`src/hdl/phy_mgmt_cfg.svh`:
```
`ifndef PHY_MGMT_CFG_SVH
`define PHY_MGMT_CFG_SVH

// register addresses on the management interface
`define REG_BCR        5'h00
`define REG_BSR        5'h01
`define REG_ADV        5'h04
`define REG_LPA        5'h05
`define REG_ANX        5'h06
`define REG_MCS        5'h11
`define REG_SMR        5'h12
`define REG_ISF        5'h1D
`define REG_IMR        5'h1E
`define REG_HOLE_LO    5'h07
`define REG_HOLE_HI    5'h0F
`define HOLE_VALUE     16'hFFFF

// field positions
`define BCR_SRST       15
`define BCR_SPEED      13
`define BCR_ANEN       12
`define BCR_B10        10
`define BCR_DUPLEX     8
`define BSR_ANDONE     5
`define BSR_RFAULT     4
`define BSR_LINK       2
`define LPA_ACK        14
`define ANX_PDF        4
`define ANX_PAGE       1
`define MCS_ALT        6
`define MCS_ENERGY     1

// interrupt source bit groups, bit 0 carries no source
`define IRQ_SRC        8'hFE
`define IRQ_POL        8'h10
`define FLAG_RST       8'h80
`define ACT_RST        8'h90
`define PRIM_LVL_CLR   8'hEE
`define RDCLR_ISF      8'hFE
`define RDCLR_BSR      8'h30
`define RDCLR_ANX      8'h06

// management frame
`define PREAMBLE_LEN   6'h20
`define OP_RD          2'h2
`define OP_WR          2'h1
`define ST_CODE        2'h1
`define HDR_LAST       5'h0C
`define DATA_LAST      5'h0F

// mode strap codes and what they load
`define MODE_10HD      3'h0
`define MODE_10FD      3'h1
`define MODE_100HD     3'h2
`define MODE_100FD     3'h3
`define MODE_AN_HD     3'h4
`define MODE_RPT       3'h5
`define MODE_PDN       3'h6
`define MODE_ALL       3'h7
`define MODE_DFLT      3'h7
`define CTL_10HD       4'h0
`define CTL_10FD       4'h1
`define CTL_100HD      4'h8
`define CTL_100FD      4'h9
`define CTL_AN_HD      4'hC
`define CTL_ALL        4'hD
`define ADV_NONE       4'h0
`define ADV_HD100      4'h4
`define ADV_ALL        4'hF

`endif

```
`src/hdl/phy_mgmt_pkg.sv`:
```
package phy_mgmt_pkg;

  // live status from the 10/100 core, same clock
  typedef struct packed {
    logic energy;
    logic an_done;
    logic rfault;
    logic link;
    logic lp_ack;
    logic pd_fault;
    logic page_rx;
  } src_t;

  // configuration driven into the 10/100 core
  typedef struct packed {
    logic       speed_100;
    logic       an_enable;
    logic       ctl_b10;
    logic       full_duplex;
    logic [3:0] advert;
    logic       repeater;
    logic       crs_on_tx;
    logic       power_down;
    logic [4:0] phy_addr;
  } cfg_out_t;

  typedef enum logic [2:0] {SMI_IDLE, SMI_HDR, SMI_TA, SMI_RD, SMI_WR} smi_st_t;

  typedef struct packed {
    smi_st_t     st;
    logic [5:0]  ones;
    logic [4:0]  cnt;
    logic [13:0] hdr;
    logic [15:0] sh;
    logic        is_rd;
    logic [4:0]  ra;
    logic        mdc_prev;
    logic        mdio_o;
    logic        mdio_oe_n;
    logic [3:0]  ctl;
    logic [3:0]  adv;
    logic        alt;
    logic [2:0]  mode;
    logic [4:0]  addr;
    logic [7:0]  flags;
    logic [7:0]  mask;
    logic [7:0]  act_prev;
    logic        pending;
    logic        power_down;
    logic        repeater;
    logic        crs_tx;
    logic        irq_n;
  } state_t;

endpackage : phy_mgmt_pkg

```
`src/hdl/phy_mgmt.sv`:
```
//  Contract
// [RL1] alternate clearing only while select bit set
// [RL2] mask bit enables source onto interrupt
// [RL3] clearing mask bit drops interrupt at once
// [RL4] write one clears flag only if condition gone
// [RL5] seven sources, link down uses falling edge
// [RL6] energy detect rise asserts interrupt when enabled
// [RL7] energy flag reads one after power-up
// [RL8] straps caught at power-on and pin reset
// [RL9] address strap latched at reset end, default zero
// [RL10] answer only frames carrying our address
// [RL11] address seeds the transmit scrambler
// [RL12] strap gives 0 or 1, software sets more
// [RL13] address strap shares receive error pin
// [RL14] pin reset release loads mode strap defaults
// [RL15] soft reset keeps registers, no strap reload; code resets alt, mask and flags, and keeps ctl and adv
// [RL16] codes 000..011 force speed and duplex
// [RL17] codes 100,101 advertise half duplex 100
// [RL18] code 111 advertises everything
// [RL19] code 110 powers down until soft reset; code stays powered down if mode still reads 110
// [RL20] carrier on transmit only in half duplex
// [RL21] mode straps sampled on receive data pins
// [RL22] primary scheme selected after every reset
// [RL23] interrupt output active low
// [RL24] unused flag and mask bits read zero
`include "phy_mgmt_cfg.svh"
`timescale 1ns/10ps

module phy_mgmt (
  input  wire logic                 clk_i,
  input  wire logic                 rst_i,
  input  wire logic                 pin_reset_n_i,
  input  wire logic                 mdc_i,
  input  wire logic                 mdio_i,
  output logic                      mdio_o,
  output logic                      mdio_oe_n_o,
  input  wire logic                 addr_strap_bit0_i,
  input  wire logic                 rxd0_mode_i,
  input  wire logic                 rxd1_mode_i,
  input  wire logic                 crs_dv_mode_i,
  input  wire phy_mgmt_pkg::src_t   src_i,
  output phy_mgmt_pkg::cfg_out_t    cfg_o,
  output logic                      irq_out_n_o
);

  ////////////////////////////////////////////////////////////////////////////////
  // pin synchronisers

  logic [6:0] pins_s;
  logic       pin_ok;
  logic       mdc_s;
  logic       mdio_s;
  logic       addr_s;
  logic [2:0] mode_s;

  // pin reset, clock, data and straps share one synchroniser bank
  pin_sync #(
    .W   (7),
    .RST ({1'b0, 1'b1, 1'b1, 1'b0, `MODE_DFLT})
  ) u_sync (
    .clk_i (clk_i),
    .rst_i (rst_i),
    .d_i   ({pin_reset_n_i, mdc_i, mdio_i, addr_strap_bit0_i,
             crs_dv_mode_i, rxd1_mode_i, rxd0_mode_i}),  // see [RL21] [RL13]
    .q_o   (pins_s)
  );

  assign pin_ok = pins_s[6];
  assign mdc_s  = pins_s[5];
  assign mdio_s = pins_s[4];
  assign addr_s = pins_s[3];
  assign mode_s = pins_s[2:0];

  ////////////////////////////////////////////////////////////////////////////////
  // reset image

  function automatic phy_mgmt_pkg::state_t rst_state();
    phy_mgmt_pkg::state_t s;
    s           = '0;
    s.st        = phy_mgmt_pkg::SMI_IDLE;
    s.mdc_prev  = 1'b1;
    s.mdio_o    = 1'b1;
    s.mdio_oe_n = 1'b1;
    s.flags     = `FLAG_RST;  // see [RL7]
    s.act_prev  = `ACT_RST;   // no false link-down edge at power-up
    s.alt       = 1'b0;       // see [RL22]
    s.pending   = 1'b1;       // see [RL8]
    s.crs_tx    = 1'b1;
    s.irq_n     = 1'b1;
    return s;
  endfunction : rst_state

  localparam phy_mgmt_pkg::state_t RST_S = rst_state();

  phy_mgmt_pkg::state_t q;
  phy_mgmt_pkg::state_t n;

  ////////////////////////////////////////////////////////////////////////////////
  // read mux

  function automatic logic [15:0] rd_val(input phy_mgmt_pkg::state_t s,
                                         input phy_mgmt_pkg::src_t   v,
                                         input logic [4:0]           ra);
    logic [15:0] r;
    r = 16'h0000;
    unique case (ra)
      `REG_BCR:
      begin
        r[`BCR_SPEED]  = s.ctl[3];
        r[`BCR_ANEN]   = s.ctl[2];
        r[`BCR_B10]    = s.ctl[1];
        r[`BCR_DUPLEX] = s.ctl[0];
      end
      `REG_BSR:
      begin
        r[`BSR_ANDONE] = v.an_done;
        r[`BSR_RFAULT] = v.rfault;
        r[`BSR_LINK]   = v.link;
      end
      `REG_ADV: r[8:5]        = s.adv;
      `REG_LPA: r[`LPA_ACK]   = v.lp_ack;
      `REG_ANX:
      begin
        r[`ANX_PDF]  = v.pd_fault;
        r[`ANX_PAGE] = v.page_rx;
      end
      `REG_MCS:
      begin
        r[`MCS_ALT]    = s.alt;
        r[`MCS_ENERGY] = v.energy;
      end
      `REG_SMR: r[7:0] = {s.mode, s.addr};
      `REG_ISF: r[7:0] = s.flags & `IRQ_SRC;  // see [RL24]
      `REG_IMR: r[7:0] = s.mask & `IRQ_SRC;
      default:
        if (ra >= `REG_HOLE_LO && ra <= `REG_HOLE_HI)
          r = `HOLE_VALUE;
    endcase
    return r;
  endfunction : rd_val

  ////////////////////////////////////////////////////////////////////////////////
  // next state

  logic        rise;
  logic [13:0] hdr_full;
  logic        rd_hit;
  logic        wr_hit;
  logic [4:0]  rd_ra;
  logic [15:0] wdat;
  logic [7:0]  act;
  logic [7:0]  evt;
  logic [7:0]  clr;

  always_comb
  begin
    n        = q;
    rd_hit   = 1'b0;
    wr_hit   = 1'b0;
    wdat     = 16'h0000;
    rd_ra    = 5'h00;
    clr      = 8'h00;
    rise     = mdc_s & ~q.mdc_prev;
    hdr_full = {q.hdr[12:0], mdio_s};
    n.mdc_prev = mdc_s;

    // frame engine, every bit taken on a rising management clock edge
    unique case (q.st)
      phy_mgmt_pkg::SMI_IDLE:
        if (rise)
        begin
          if (mdio_s)
            n.ones = (q.ones == `PREAMBLE_LEN) ? q.ones : q.ones + 6'h01;
          else if (q.ones == `PREAMBLE_LEN)
          begin
            n.st   = phy_mgmt_pkg::SMI_HDR;
            n.cnt  = 5'h00;
            n.hdr  = 14'h0000;
            n.ones = 6'h00;
          end
          else
            n.ones = 6'h00;
        end
      phy_mgmt_pkg::SMI_HDR:
        if (rise)
        begin
          n.hdr = hdr_full;
          n.cnt = q.cnt + 5'h01;
          if (q.cnt == `HDR_LAST)
          begin
            // foreign address or bad opcode: stay off the line
            if (hdr_full[13:12] == `ST_CODE && hdr_full[9:5] == q.addr &&
                (hdr_full[11:10] == `OP_RD || hdr_full[11:10] == `OP_WR))  // see [RL10]
            begin
              n.st    = phy_mgmt_pkg::SMI_TA;
              n.cnt   = 5'h00;
              n.ra    = hdr_full[4:0];
              n.is_rd = (hdr_full[11:10] == `OP_RD);
              if (hdr_full[11:10] == `OP_RD)
              begin
                rd_hit = 1'b1;
                rd_ra  = hdr_full[4:0];
                n.sh   = rd_val(q, src_i, hdr_full[4:0]);
              end
            end
            else
              n.st = phy_mgmt_pkg::SMI_IDLE;
          end
        end
      phy_mgmt_pkg::SMI_TA:
        if (rise)
        begin
          if (q.cnt == 5'h00)
          begin
            n.cnt = 5'h01;
            if (q.is_rd)
            begin
              n.mdio_o    = 1'b0;
              n.mdio_oe_n = 1'b0;
            end
          end
          else if (q.is_rd)
          begin
            n.mdio_o = q.sh[15];
            n.sh     = {q.sh[14:0], 1'b0};
            n.cnt    = `DATA_LAST;
            n.st     = phy_mgmt_pkg::SMI_RD;
          end
          else
          begin
            n.cnt = 5'h00;
            n.st  = phy_mgmt_pkg::SMI_WR;
          end
        end
      phy_mgmt_pkg::SMI_RD:
        if (rise)
        begin
          if (q.cnt == 5'h00)
          begin
            n.mdio_o    = 1'b1;
            n.mdio_oe_n = 1'b1;
            n.st        = phy_mgmt_pkg::SMI_IDLE;
          end
          else
          begin
            n.mdio_o = q.sh[15];
            n.sh     = {q.sh[14:0], 1'b0};
            n.cnt    = q.cnt - 5'h01;
          end
        end
      phy_mgmt_pkg::SMI_WR:
        if (rise)
        begin
          n.sh  = {q.sh[14:0], mdio_s};
          n.cnt = q.cnt + 5'h01;
          if (q.cnt == `DATA_LAST)
          begin
            wr_hit = 1'b1;
            wdat   = {q.sh[14:0], mdio_s};
            n.st   = phy_mgmt_pkg::SMI_IDLE;
          end
        end
      default:
        n.st = phy_mgmt_pkg::SMI_IDLE;
    endcase

    // source levels, link status counts when it is low
    act        = {src_i.energy, src_i.an_done, src_i.rfault, src_i.link,
                  src_i.lp_ack, src_i.pd_fault, src_i.page_rx, 1'b0} ^ `IRQ_POL;  // see [RL5]
    evt        = act & ~q.act_prev & `IRQ_SRC;  // see [RL6]
    n.act_prev = act;

    // register writes
    if (wr_hit)
    begin
      unique case (q.ra)
        `REG_BCR:
          if (wdat[`BCR_SRST])
          begin
            // soft reset leaves configuration as software left it
            n.alt        = 1'b0;
            n.flags      = `FLAG_RST;
            n.mask       = 8'h00;
            n.power_down = (q.mode == `MODE_PDN);  // see [RL15] [RL19]
          end
          else
            n.ctl = {wdat[`BCR_SPEED], wdat[`BCR_ANEN], wdat[`BCR_B10], wdat[`BCR_DUPLEX]};
        `REG_ADV: n.adv  = wdat[8:5];
        `REG_MCS: n.alt  = wdat[`MCS_ALT];
        `REG_SMR: {n.mode, n.addr} = wdat[7:0];  // see [RL12]
        `REG_ISF:
          if (q.alt)
            clr = wdat[7:0] & ~act;  // see [RL4] [RL1]
        `REG_IMR: n.mask = wdat[7:0] & `IRQ_SRC;  // see [RL2] [RL24]
        default: ;
      endcase
    end

    // primary scheme clears on the opposite level (all sources but link down) or on a read
    if (!q.alt)
    begin
      clr = clr | (~act & `PRIM_LVL_CLR);
      if (rd_hit && rd_ra == `REG_ISF)
        clr = clr | `RDCLR_ISF;
      if (rd_hit && rd_ra == `REG_BSR)
        clr = clr | `RDCLR_BSR;
      if (rd_hit && rd_ra == `REG_ANX)
        clr = clr | `RDCLR_ANX;
    end
    // a new event beats a clear in the same cycle
    n.flags = (evt | (n.flags & ~clr)) & `IRQ_SRC;

    // hard reset holds everything, its release loads the straps
    if (!pin_ok)
      n = RST_S;  // see [RL8]
    else if (q.pending)
    begin
      n.pending    = 1'b0;
      n.mode       = mode_s;  // see [RL14]
      n.addr       = {4'h0, addr_s};  // see [RL9] [RL11]
      n.repeater   = (mode_s == `MODE_RPT);
      n.power_down = (mode_s == `MODE_PDN);  // see [RL19]
      unique case (mode_s)
        `MODE_10HD:  {n.ctl, n.adv} = {`CTL_10HD, `ADV_NONE};  // see [RL16]
        `MODE_10FD:  {n.ctl, n.adv} = {`CTL_10FD, `ADV_NONE};
        `MODE_100HD: {n.ctl, n.adv} = {`CTL_100HD, `ADV_NONE};
        `MODE_100FD: {n.ctl, n.adv} = {`CTL_100FD, `ADV_NONE};
        `MODE_AN_HD: {n.ctl, n.adv} = {`CTL_AN_HD, `ADV_HD100};  // see [RL17]
        `MODE_RPT:   {n.ctl, n.adv} = {`CTL_AN_HD, `ADV_HD100};
        `MODE_PDN:   {n.ctl, n.adv} = {`CTL_10HD, `ADV_NONE};
        `MODE_ALL:   {n.ctl, n.adv} = {`CTL_ALL, `ADV_ALL};  // see [RL18]
      endcase
    end

    n.crs_tx = ~n.ctl[0] & ~n.repeater;  // see [RL20]
    n.irq_n  = ~|(n.flags & n.mask);      // see [RL3] [RL23]
  end

  always_ff @(posedge clk_i or posedge rst_i)
  begin
    if (rst_i)
      q <= RST_S;
    else
      q <= n;
  end

  ////////////////////////////////////////////////////////////////////////////////
  // outputs, all straight from the state register

  assign mdio_o      = q.mdio_o;
  assign mdio_oe_n_o = q.mdio_oe_n;
  assign irq_out_n_o = q.irq_n;
  assign cfg_o       = '{speed_100: q.ctl[3], an_enable: q.ctl[2], ctl_b10: q.ctl[1],
                         full_duplex: q.ctl[0], advert: q.adv, repeater: q.repeater,
                         crs_on_tx: q.crs_tx, power_down: q.power_down, phy_addr: q.addr};
endmodule : phy_mgmt

```
`src/hdl/pin_sync.sv`:
```
`timescale 1ns/10ps

// three-stage pin synchroniser, output moves once stages two and three agree
module pin_sync #(
  parameter int             W   = 1,
  parameter logic [W-1:0]   RST = '0
) (
  input  wire logic         clk_i,
  input  wire logic         rst_i,
  input  wire logic [W-1:0] d_i,
  output logic [W-1:0]      q_o
);

  typedef struct packed {
    logic [W-1:0] s1;
    logic [W-1:0] s2;
    logic [W-1:0] s3;
    logic [W-1:0] q;
  } sync_st_t;

  sync_st_t q;
  sync_st_t d;

  // stage one feeds stage two only, so metastability never leaks further
  always_comb
  begin
    d    = q;
    d.s1 = d_i;
    d.s2 = q.s1;
    d.s3 = q.s2;
    d.q  = (q.s2 == q.s3) ? q.s3 : q.q;
  end

  always_ff @(posedge clk_i or posedge rst_i)
  begin
    if (rst_i)
      q <= {RST, RST, RST, RST};
    else
      q <= d;
  end

  assign q_o = q.q;

endmodule : pin_sync

```
`config.mk`:
```
export PLATFORM = sky130hd
export DESIGN_NAME = phy_mgmt
export DESIGN_NICKNAME = d
export VERILOG_FILES = /design/src/hdl/phy_mgmt_pkg.sv /design/src/hdl/phy_mgmt.sv /design/src/hdl/pin_sync.sv
export VERILOG_INCLUDE_DIRS = /design/src /design/src/hdl
export SDC_FILE = /design/constraint.sdc
export NUM_CORES = 1
export LEC_CHECK = 0
export ABC_AREA = 1
export BUFFER_PORTS_ARGS = -buffer_cell sky130_fd_sc_hd__buf_2
export CAP_MARGIN = 5
export CORE_ASPECT_RATIO = 0.9
export CORE_MARGIN = 1.5
export CORE_UTILIZATION = 55
export CTS_CLUSTER_DIAMETER = 60
export DETAILED_ROUTE_END_ITERATION = 10
export PLACE_DENSITY_LB_ADDON = 0.2
export REMOVE_ABC_BUFFERS = 1
export SLEW_MARGIN = 25
export SYNTH_ARGS = -nofsm -noshare
export SYNTH_HDL_FRONTEND = slang
export SYNTH_SLANG_ARGS = --single-unit
```
`constraint.sdc`:
```
create_clock -name clk_i -period 3.9 [get_ports clk_i]
set_clock_uncertainty 0.15 [all_clocks]
set_input_delay 0.78 -clock clk_i [delete_from_list [all_inputs] [get_ports clk_i]]
set_output_delay 0.78 -clock clk_i [all_outputs]
set_load 0.02 [all_outputs]
```
==> results by group, run 1 <==
Run status
  • Status: finished clean

Clock tree
  • Cts bufs inserted: 17
  • Post-CTS sizing: 0
  • Root Driver: clkbuf_16
  • Buffers inserted by post-CTS timing repair: 0
  • Clock Path Buffers: 2
  • Sink Count: about 120
  • Clk Latency, worst-skew pair: ~0.42 ns
  • CTS tree: built
  • Clk slew on worst S/H paths: roughly 0.05 ns
  • H-tree lvl count: 4
  • Cts-stage hold buffer count: 0

Logic synthesis
  • Synth area leaders: dfrtp_1 (36%), dfstp_2 (12%), nand2_1 (10%), inv_1 (5.5%), o21ai_0 (5.2%)
  • EDFF count, synth: 0
  • Mapped Cells: a little under 800
  • Synth unique cells: 47
  • Syn avg cell area: 8.17 um2
  • Post-synth top area share: 36.3%
  • Sequential area share after synthesis: between 40% and 50%
  • Yosys reg bits: 123
  • Asr flop ratio synth: 100%
  • Largest area contributor in the netlist: dfrtp_1
  • Warnings, synthesis: 0
  • Post-Syn Area: around 6500 um2
  • Most used DFF post-synth: dfrtp_1

Die
  • Die area: about 12,000 um2
  • Core ar.: 11,400 um2
  • Chip height: 106 um
  • Initial Util: 56.6%
  • Die Wd: 117 um
  • Cell Rows: 37
  • Io pins: 35

Pwr
  • Total power: 0.00375 W
  • Leakage: 3.31 nW
  • Peak VDD IR: 0.000366 V
  • Pwr Density: 515 nW/um2

Global routing
  • Total global routing overflow: 0
  • First-pass GRT wire length: about 28,000 um
  • Vias in the first global route: 5,482
  • Initial antenna violation count: 1
  • Global-route usage over all layers: 29.3%
  • Largest net degree at the start of global routing: 71

STA
  • Final worst setup slack: 1.08 ns
  • RSZ-0062 raised after global routing: no
  • Final worst path period share: ~72%
  • Worst Max-Slew Pin Slew: 0.841 ns
  • # setup viols final: 0
  • Final Hold Viols: 0
  • Final min period: 2.82 ns
  • Headroom to the max-slew limit: 43.9%
  • Hold WS: 0.202 ns
  • Fmax: 355 MHz
  • Slew Limit Fails: 0

Worst setup path
  • Critical path type: flip-flop to flip-flop
  • Worst stage delay on the critical path: 0.39 ns
  • Req. time, crit path: about 4 ns
  • Most frequent CP cell: nand2_1
  • Crit-path max FO: 13
  • Critical path, cell by cell: ha_1 > nand2_1 > nor2_1 > ha_1 > nand3_1 > nor2_8 > nand2_2 > nor2_4 > nor2_4 > nand2_1 > a21oi_1 > nand2_1 > nand2_1 > nor2_1 > nand2_1 > nor2_2
  • R2r endpoint: irq_out_n_o
  • FF-to-FF path depth: 16
  • Worst reg2reg setup slack: 1.08 ns
  • Critical Path Start Type: flip-flop
  • Crit path DAT: 3.02 ns
  • Critical path destination: irq_out_n_o
  • CP Capture Type: flip-flop
  • Slowest-stage cell, CP: dfrtp_1
  • R2R Path Start: q[86]
  • Crit path launch: q[86]

Routing
  • DR WL/cell: 17.2 um
  • Initial drt markers: about 490
  • Drt total wl: roughly 17,000 um
  • Final antenna-violating net count: 0
  • First-pass DRT Iterations: 6
  • Vias: ~5,600
  • Drt drc: 0
  • Vias per inst: 5.65

Worst hold path
  • Hold WC Path Type: flip-flop to flip-flop
  • Min-delay src: u_sync.d[17]

Job
  • Max Cap Violations: 0

Final layout
  • Layout cells sized above 1: between 15 and 20%
  • Non-Filler Instances: 986
  • Layout Area Growth over Synthesis: 12.6%
  • Fillers: 1,006
  • Final nets: 839

Placed design
  • Cells after DPL: 953
  • RePlAce Congestion: 0.934
  • Setup Slack @ Placement: 1.17 ns
  • Buffers on Ports: 34
  • Hpwl dp: 12,400 um
==> cell usage after synthesis (3+ instances only) <==
master and n:
nor2_1 61, inv_2 6, a21oi_1 36, o21ai_0 67, buf_4 16, nand4_1 9
or2_2 11, o31ai_1 3, nand2_4 3, nor3b_1 3, nor2_8 3, nand3_1 57
inv_1 95, dfrtp_1 94, o22ai_2 7, buf_2 7, nand3_2 3, dfstp_2 29
nor3_1 14, o21ai_2 3, nor4_1 3, xnor2_1 3, o22ai_1 16, o21ai_1 10
a31oi_1 3, xor2_1 4, nand2_1 179, clkbuf_1 6, nor2_2 8, ha_1 7
a22oi_1 5
==> report_power, final <==
| group | switching, W | internal (W) | total [W] |
|---|---|---|---|
| Clock | 0.000574 | 0.00104 | 0.00161 |
| Sequential | 0.0000716 | 0.00138 | 0.00145 |
| Combinational | 0.000509 | 0.000179 | 0.000688 |
| Total | 0.00115 | 0.00260 | 0.00375 |
==> final cells by class <==
cell class	instances	area, um2	share of cell area (%)
diodes	1	2.50	0.0343
clock buffers	22	464	6.37
clock inverters	10	141	1.94
inverters	103	397	5.44
multi-input cells	534	2770	38.0
flip-flops and latches	123	3110	42.7
well taps	156	195	2.68
repair buffers	37	205	2.81
==> critical path, delay by kind of cell, from the launching register on <==
kind                     cells  cell delay (ns)
AO/OA/AOI/OAI                1             0.08
flip-flops                   1             0.39
AND/OR/NAND/NOR             13             1.64
adder cells (fa/ha/maj)      2             0.48
==> per-layer routing <==
layer  GRT usage, %  vias to the layer above  part of all wire, %  wire length, um
li1               -                     2645                    -                -
met1           39.5                     2648                   45             7610
met2           45.9                      237                   46             7730
met3           6.87                       38                  7.1             1200
met4           11.8                        0                  2.3              387
met5              0                        -                    0                0
==> worst min path at each step <==
stage / end / slack, ns / cells after the start
after global routing: u_sync.d[12] / 0.21 / 0
after global placement: u_sync.d[10] / 0.19 / 0
after floorplan: u_sync.d[10] / 0.18 / 0
final: u_sync.d[10] / 0.20 / 0
after detailed placement: u_sync.d[10] / 0.19 / 0
after CTS: u_sync.d[10] / 0.20 / 0
==> placed cells by master, fill, tap and decap left out, types with 16 or more instances in the layout <==
cell	synthesis	layout
dfstp_2	29	29
clkbuf_16	0	17
inv_1	95	94
nor2_1	61	61
nand3_1	57	57
a21oi_1	36	36
nand2_1	179	179
buf_2	7	34
dfrtp_1	94	94
o21ai_0	67	67
o22ai_1	16	16
==> kinds of logic after synthesis <==
group / count (synthesis) / share of synthesized area [%]
AO/OA/AOI/OAI: 159 / 14.5
XOR/XNOR: 7 / 0.947
adder cells (fa/ha/maj): 7 / 1.35
buffers and inverters: 135 / 9.30
flip-flops: 123 / 48.1
AND/OR/NAND/NOR: 361 / 25.8
==> sequential cells by signal, indices dropped and copies added, names as in the netlist <==
register,count
q,63
cfg_o,16
u_sync.d,14
hdr_full,13
u_sync.q,7
u_sync.q_o,7
irq_out_n_o,1
mdio_o,1
mdio_oe_n_o,1
==> stage by stage <==
stage	TNS (ns)	area (um2)	util [%]
after floorplan	-23.77	6270	-
after global placement	0	6670	58.3
after detailed placement	0	6670	58.3
after CTS	0	7270	63.6
after global routing	0	7290	63.7
final	0	7290	63.7
Power figures use the tool's default switching activity.
==> run 2: changes to the inputs <==
clock period = 2.7 ns   (was 3.9 ns; I/O delays follow)
==> run 2 against run 1 <==
Net effect:
- sequential power increased by 45%
- sequential share of layout area down 0.61 points
- total power is 45% higher
- first-iteration DRC count shrank 21%
- flip-flop and latch count unchanged
- largest cell class unchanged
- maximum frequency is 9.6% higher
- critical endpoint is now cfg_o[6]
- die area unchanged
- global-route usage rose by 0.26 points
- utilization grew 0.92 points
==> results by group, run 2 (same netlist as run 1, synthesis figures left out) <==
Run status
  • Status: finished clean (unchanged)

Pwr
  • Leakage: 3.38 nW (was 3.31 nW)
  • Peak VDD IR: 0.000520 V (was 0.000366 V)
  • Pwr Density: 737 nW/um2 (was 515 nW/um2)
  • Total power: 0.00545 W (was 0.00375 W)

Worst setup path
  • CP Capture Type: flip-flop (unchanged)
  • Req. time, crit path: 2.91 ns (was 4.11 ns)
  • Critical path type: flip-flop to flip-flop (unchanged)
  • R2r endpoint: cfg_o[6] (was irq_out_n_o)
  • Slowest-stage cell, CP: dfrtp_1 (unchanged)
  • Crit-path max FO: 7 (was 13)
  • Critical path, cell by cell: ha_1 > nand2_1 > nor2_1 > ha_2 > nand3_2 > nor2_8 > nand2_2 > nor2_2 > inv_1 > a21oi_1 > o21ai_1 > nand3_1 > inv_1 > nor2_1 (was ha_1 > nand2_1 > nor2_1 > ha_1 > nand3_1 > nor2_8 > nand2_2 > nor2_4 > nor2_4 > nand2_1 > a21oi_1 > nand2_1 > nand2_1 > nor2_1 > nand2_1 > nor2_2)
  • Worst reg2reg setup slack: 0.13 ns (was 1.08 ns)
  • Crit path DAT: 2.78 ns (was 3.02 ns)
  • R2R Path Start: q[86] (unchanged)
  • FF-to-FF path depth: 14 (was 16)
  • Worst stage delay on the critical path: 0.38 ns (was 0.39 ns)
  • Critical Path Start Type: flip-flop (unchanged)

Routing
  • Initial drt markers: 385 (was 489)
  • DR WL/cell: 17.1 um (was 17.2 um)
  • First-pass DRT Iterations: 5 (was 6)
  • Final antenna-violating net count: 0 (unchanged)
  • Vias per inst: 5.72 (was 5.65)
  • Vias: 5,701 (was 5,568)
  • Drt total wl: 17,100 um (was 16,900 um)
  • Drt drc: 0 (unchanged)

Final layout
  • Final nets: 851 (was 839)
  • Commonest non-fill, non-tap cell in the layout: nand2_1 (unchanged)
  • Top reg by flops: q (unchanged)
  • Layout Area Growth over Synthesis: 14.2% (was 12.6%)
  • Max FFs per register: 63 (unchanged)
  • Layout cells sized above 1: 19.9% (was 18.2%)
  • Final core area utilization: 64.7% (was 63.7%)
  • # diodes: 0 (was 1)
  • Commonest non-fill, non-tap cells in the layout: nand2_1 (178), inv_1 (94), dfrtp_1 (94), o21ai_0 (67), nor2_1 (61) (was nand2_1 (179), inv_1 (94), dfrtp_1 (94), o21ai_0 (67), nor2_1 (61))

Global routing
  • Initial antenna violation count: 0 (was 1)
  • Global-route usage over all layers: 29.5% (was 29.3%)
  • Total global routing overflow: 0 (unchanged)
  • Largest net degree at the start of global routing: 82 (was 71)
  • First-pass GRT wire length: 28,200 um (about the same)
  • Vias in the first global route: 5,693 (was 5,482)

Worst hold path
  • Hold endpoint: u_sync.d[14] (was u_sync.d[10])
  • Worst Hold Depth: 1 (was 0)
  • Hold WC Path Type: input pin to flip-flop (was flip-flop to flip-flop)
  • Min-delay src: rxd0_mode_i (was u_sync.d[17])

Clock tree
  • CTS tree: built (unchanged)
  • Clk slew on worst S/H paths: 0.06 ns (was 0.05 ns)
  • H-tree lvl count: 4 (unchanged)
  • Clock Path Buffers: 2 (unchanged)
  • Clk Latency, worst-skew pair: 0.43 ns (was 0.42 ns)
  • Root Driver: clkbuf_16 (unchanged)
  • Sink Count: 123 (unchanged)
  • Cts bufs inserted: 17 (unchanged)

STA
  • Headroom to the max-slew limit: 53.5% (was 43.9%)
  • Slew Limit Fails: 0 (unchanged)
  • Worst Max-Slew Pin Slew: 0.695 ns (was 0.841 ns)
  • Final worst path period share: 95.1% (was 72.2%)
  • RSZ-0062 raised after global routing: no (unchanged)
  • # setup viols final: 0 (unchanged)
  • Fmax: 389 MHz (was 355 MHz)
  • Final Hold Viols: 0 (unchanged)
  • Final min period: 2.57 ns (was 2.82 ns)

Die
  • Cell Rows: 37 (unchanged)
  • Chip height: 106 um (unchanged)
  • Die Wd: 117 um (unchanged)
  • Core ar.: 11,400 um2 (unchanged)
  • Die area: 12,400 um2 (unchanged)
  • Io pins: 35 (unchanged)
  • Initial Util: 56.6% (unchanged)

Job
  • Max Cap Violations: 0 (unchanged)

Placed design
  • RePlAce Congestion: 0.952 (was 0.934)
  • Hpwl dp: 12,700 um (was 12,400 um)
  • Buffers on Ports: 34 (unchanged)
==> run 2: changes by cell type in the layout (fill, tap and decap cells not counted), sizes merged <==
cell	previous run	this run
clkinv	5	7
clkbuf	22	21
clkinvlp	2	1
inv	103	104
buf	37	48
bufinv	3	2
dlygate4sd3	0	1
diode	1	0
==> run 2: layout make-up <==
cell class	count	area, um2
tap	156	195
timing repair buffer	49	298
fill	975	4040
clock buffer	21	482
clock inverter	11	134
sequential	123	3110
multi-input combinational	534	2780
inverter	103	397
==> run 2: critical path, delay by kind of cell, from the launching register on <==
| kind | cells | cell delay, ns |
|---|---|---|
| simple gates | 8 | 1.11 |
| fa+ha+maj | 2 | 0.45 |
| flops | 1 | 0.38 |
| compound gates | 2 | 0.23 |
| buf+inv | 2 | 0.18 |
==> run 2: metal layers <==
metal / up-vias / part of all wire (%) / GRT usage (%)
li1: 2670 / - / -
met1: 2774 / 44 / 38.6
met2: 214 / 46 / 46.9
met3: 43 / 7.2 / 8.15
met4: 0 / 2.8 / 11.7
met5: - / 0 / 0
==> run 2: worst max-delay path by stage <==
stage	startpoint	cells after the start	slack, ns	end
6_report	q[86]	14	0.13	cfg_o[6]
3_3_place_gp	q[86]	14	0.23	cfg_o[6]
2_1_floorplan	rst_i	1	-1.21	cfg_o[0]
3_5_place_dp	q[86]	11	0.1	cfg_o[11]
5_1_grt	q[86]	15	0.02	irq_out_n_o
4_1_cts	q[86]	14	0.08	cfg_o[6]
==> run 2: repair_timing <==
action	CTS	global route
endpoints found under the setup margin	0	11
buffers inserted	0	0
gates resized for setup	0	4
hold buffers	1	0
endpoints found under the hold margin	24	0
==> run 2: stage by stage <==
step | instances | setup TNS [ns] | area (um2) | hold WS [ns] | setup slack [ns]
2_1_floorplan | 760 | -124.14 | 6270 | 0.181 | -1.21
3_3_place_gp | 964 | 0 | 6750 | 0.185 | 0.228
3_5_place_dp | 964 | 0 | 6750 | 0.186 | 0.0994
4_1_cts | 997 | 0 | 7380 | 0.0463 | 0.0825
5_1_grt | 997 | 0 | 7390 | 0.0396 | 0.0151
6_report | 997 | 0 | 7390 | 0.0568 | 0.131
==> run 2: power breakdown <==
group / leakage [nW] / total (W) / internal [W] / switching (W)
clock: 0.299 / 0.00232 / 0.00147 / 0.000852
combinational: 1.48 / 0.00103 / 0.000281 / 0.000745
sequential: 1.60 / 0.00210 / 0.00199 / 0.000108
total: 3.38 / 0.00545 / 0.00375 / 0.00170
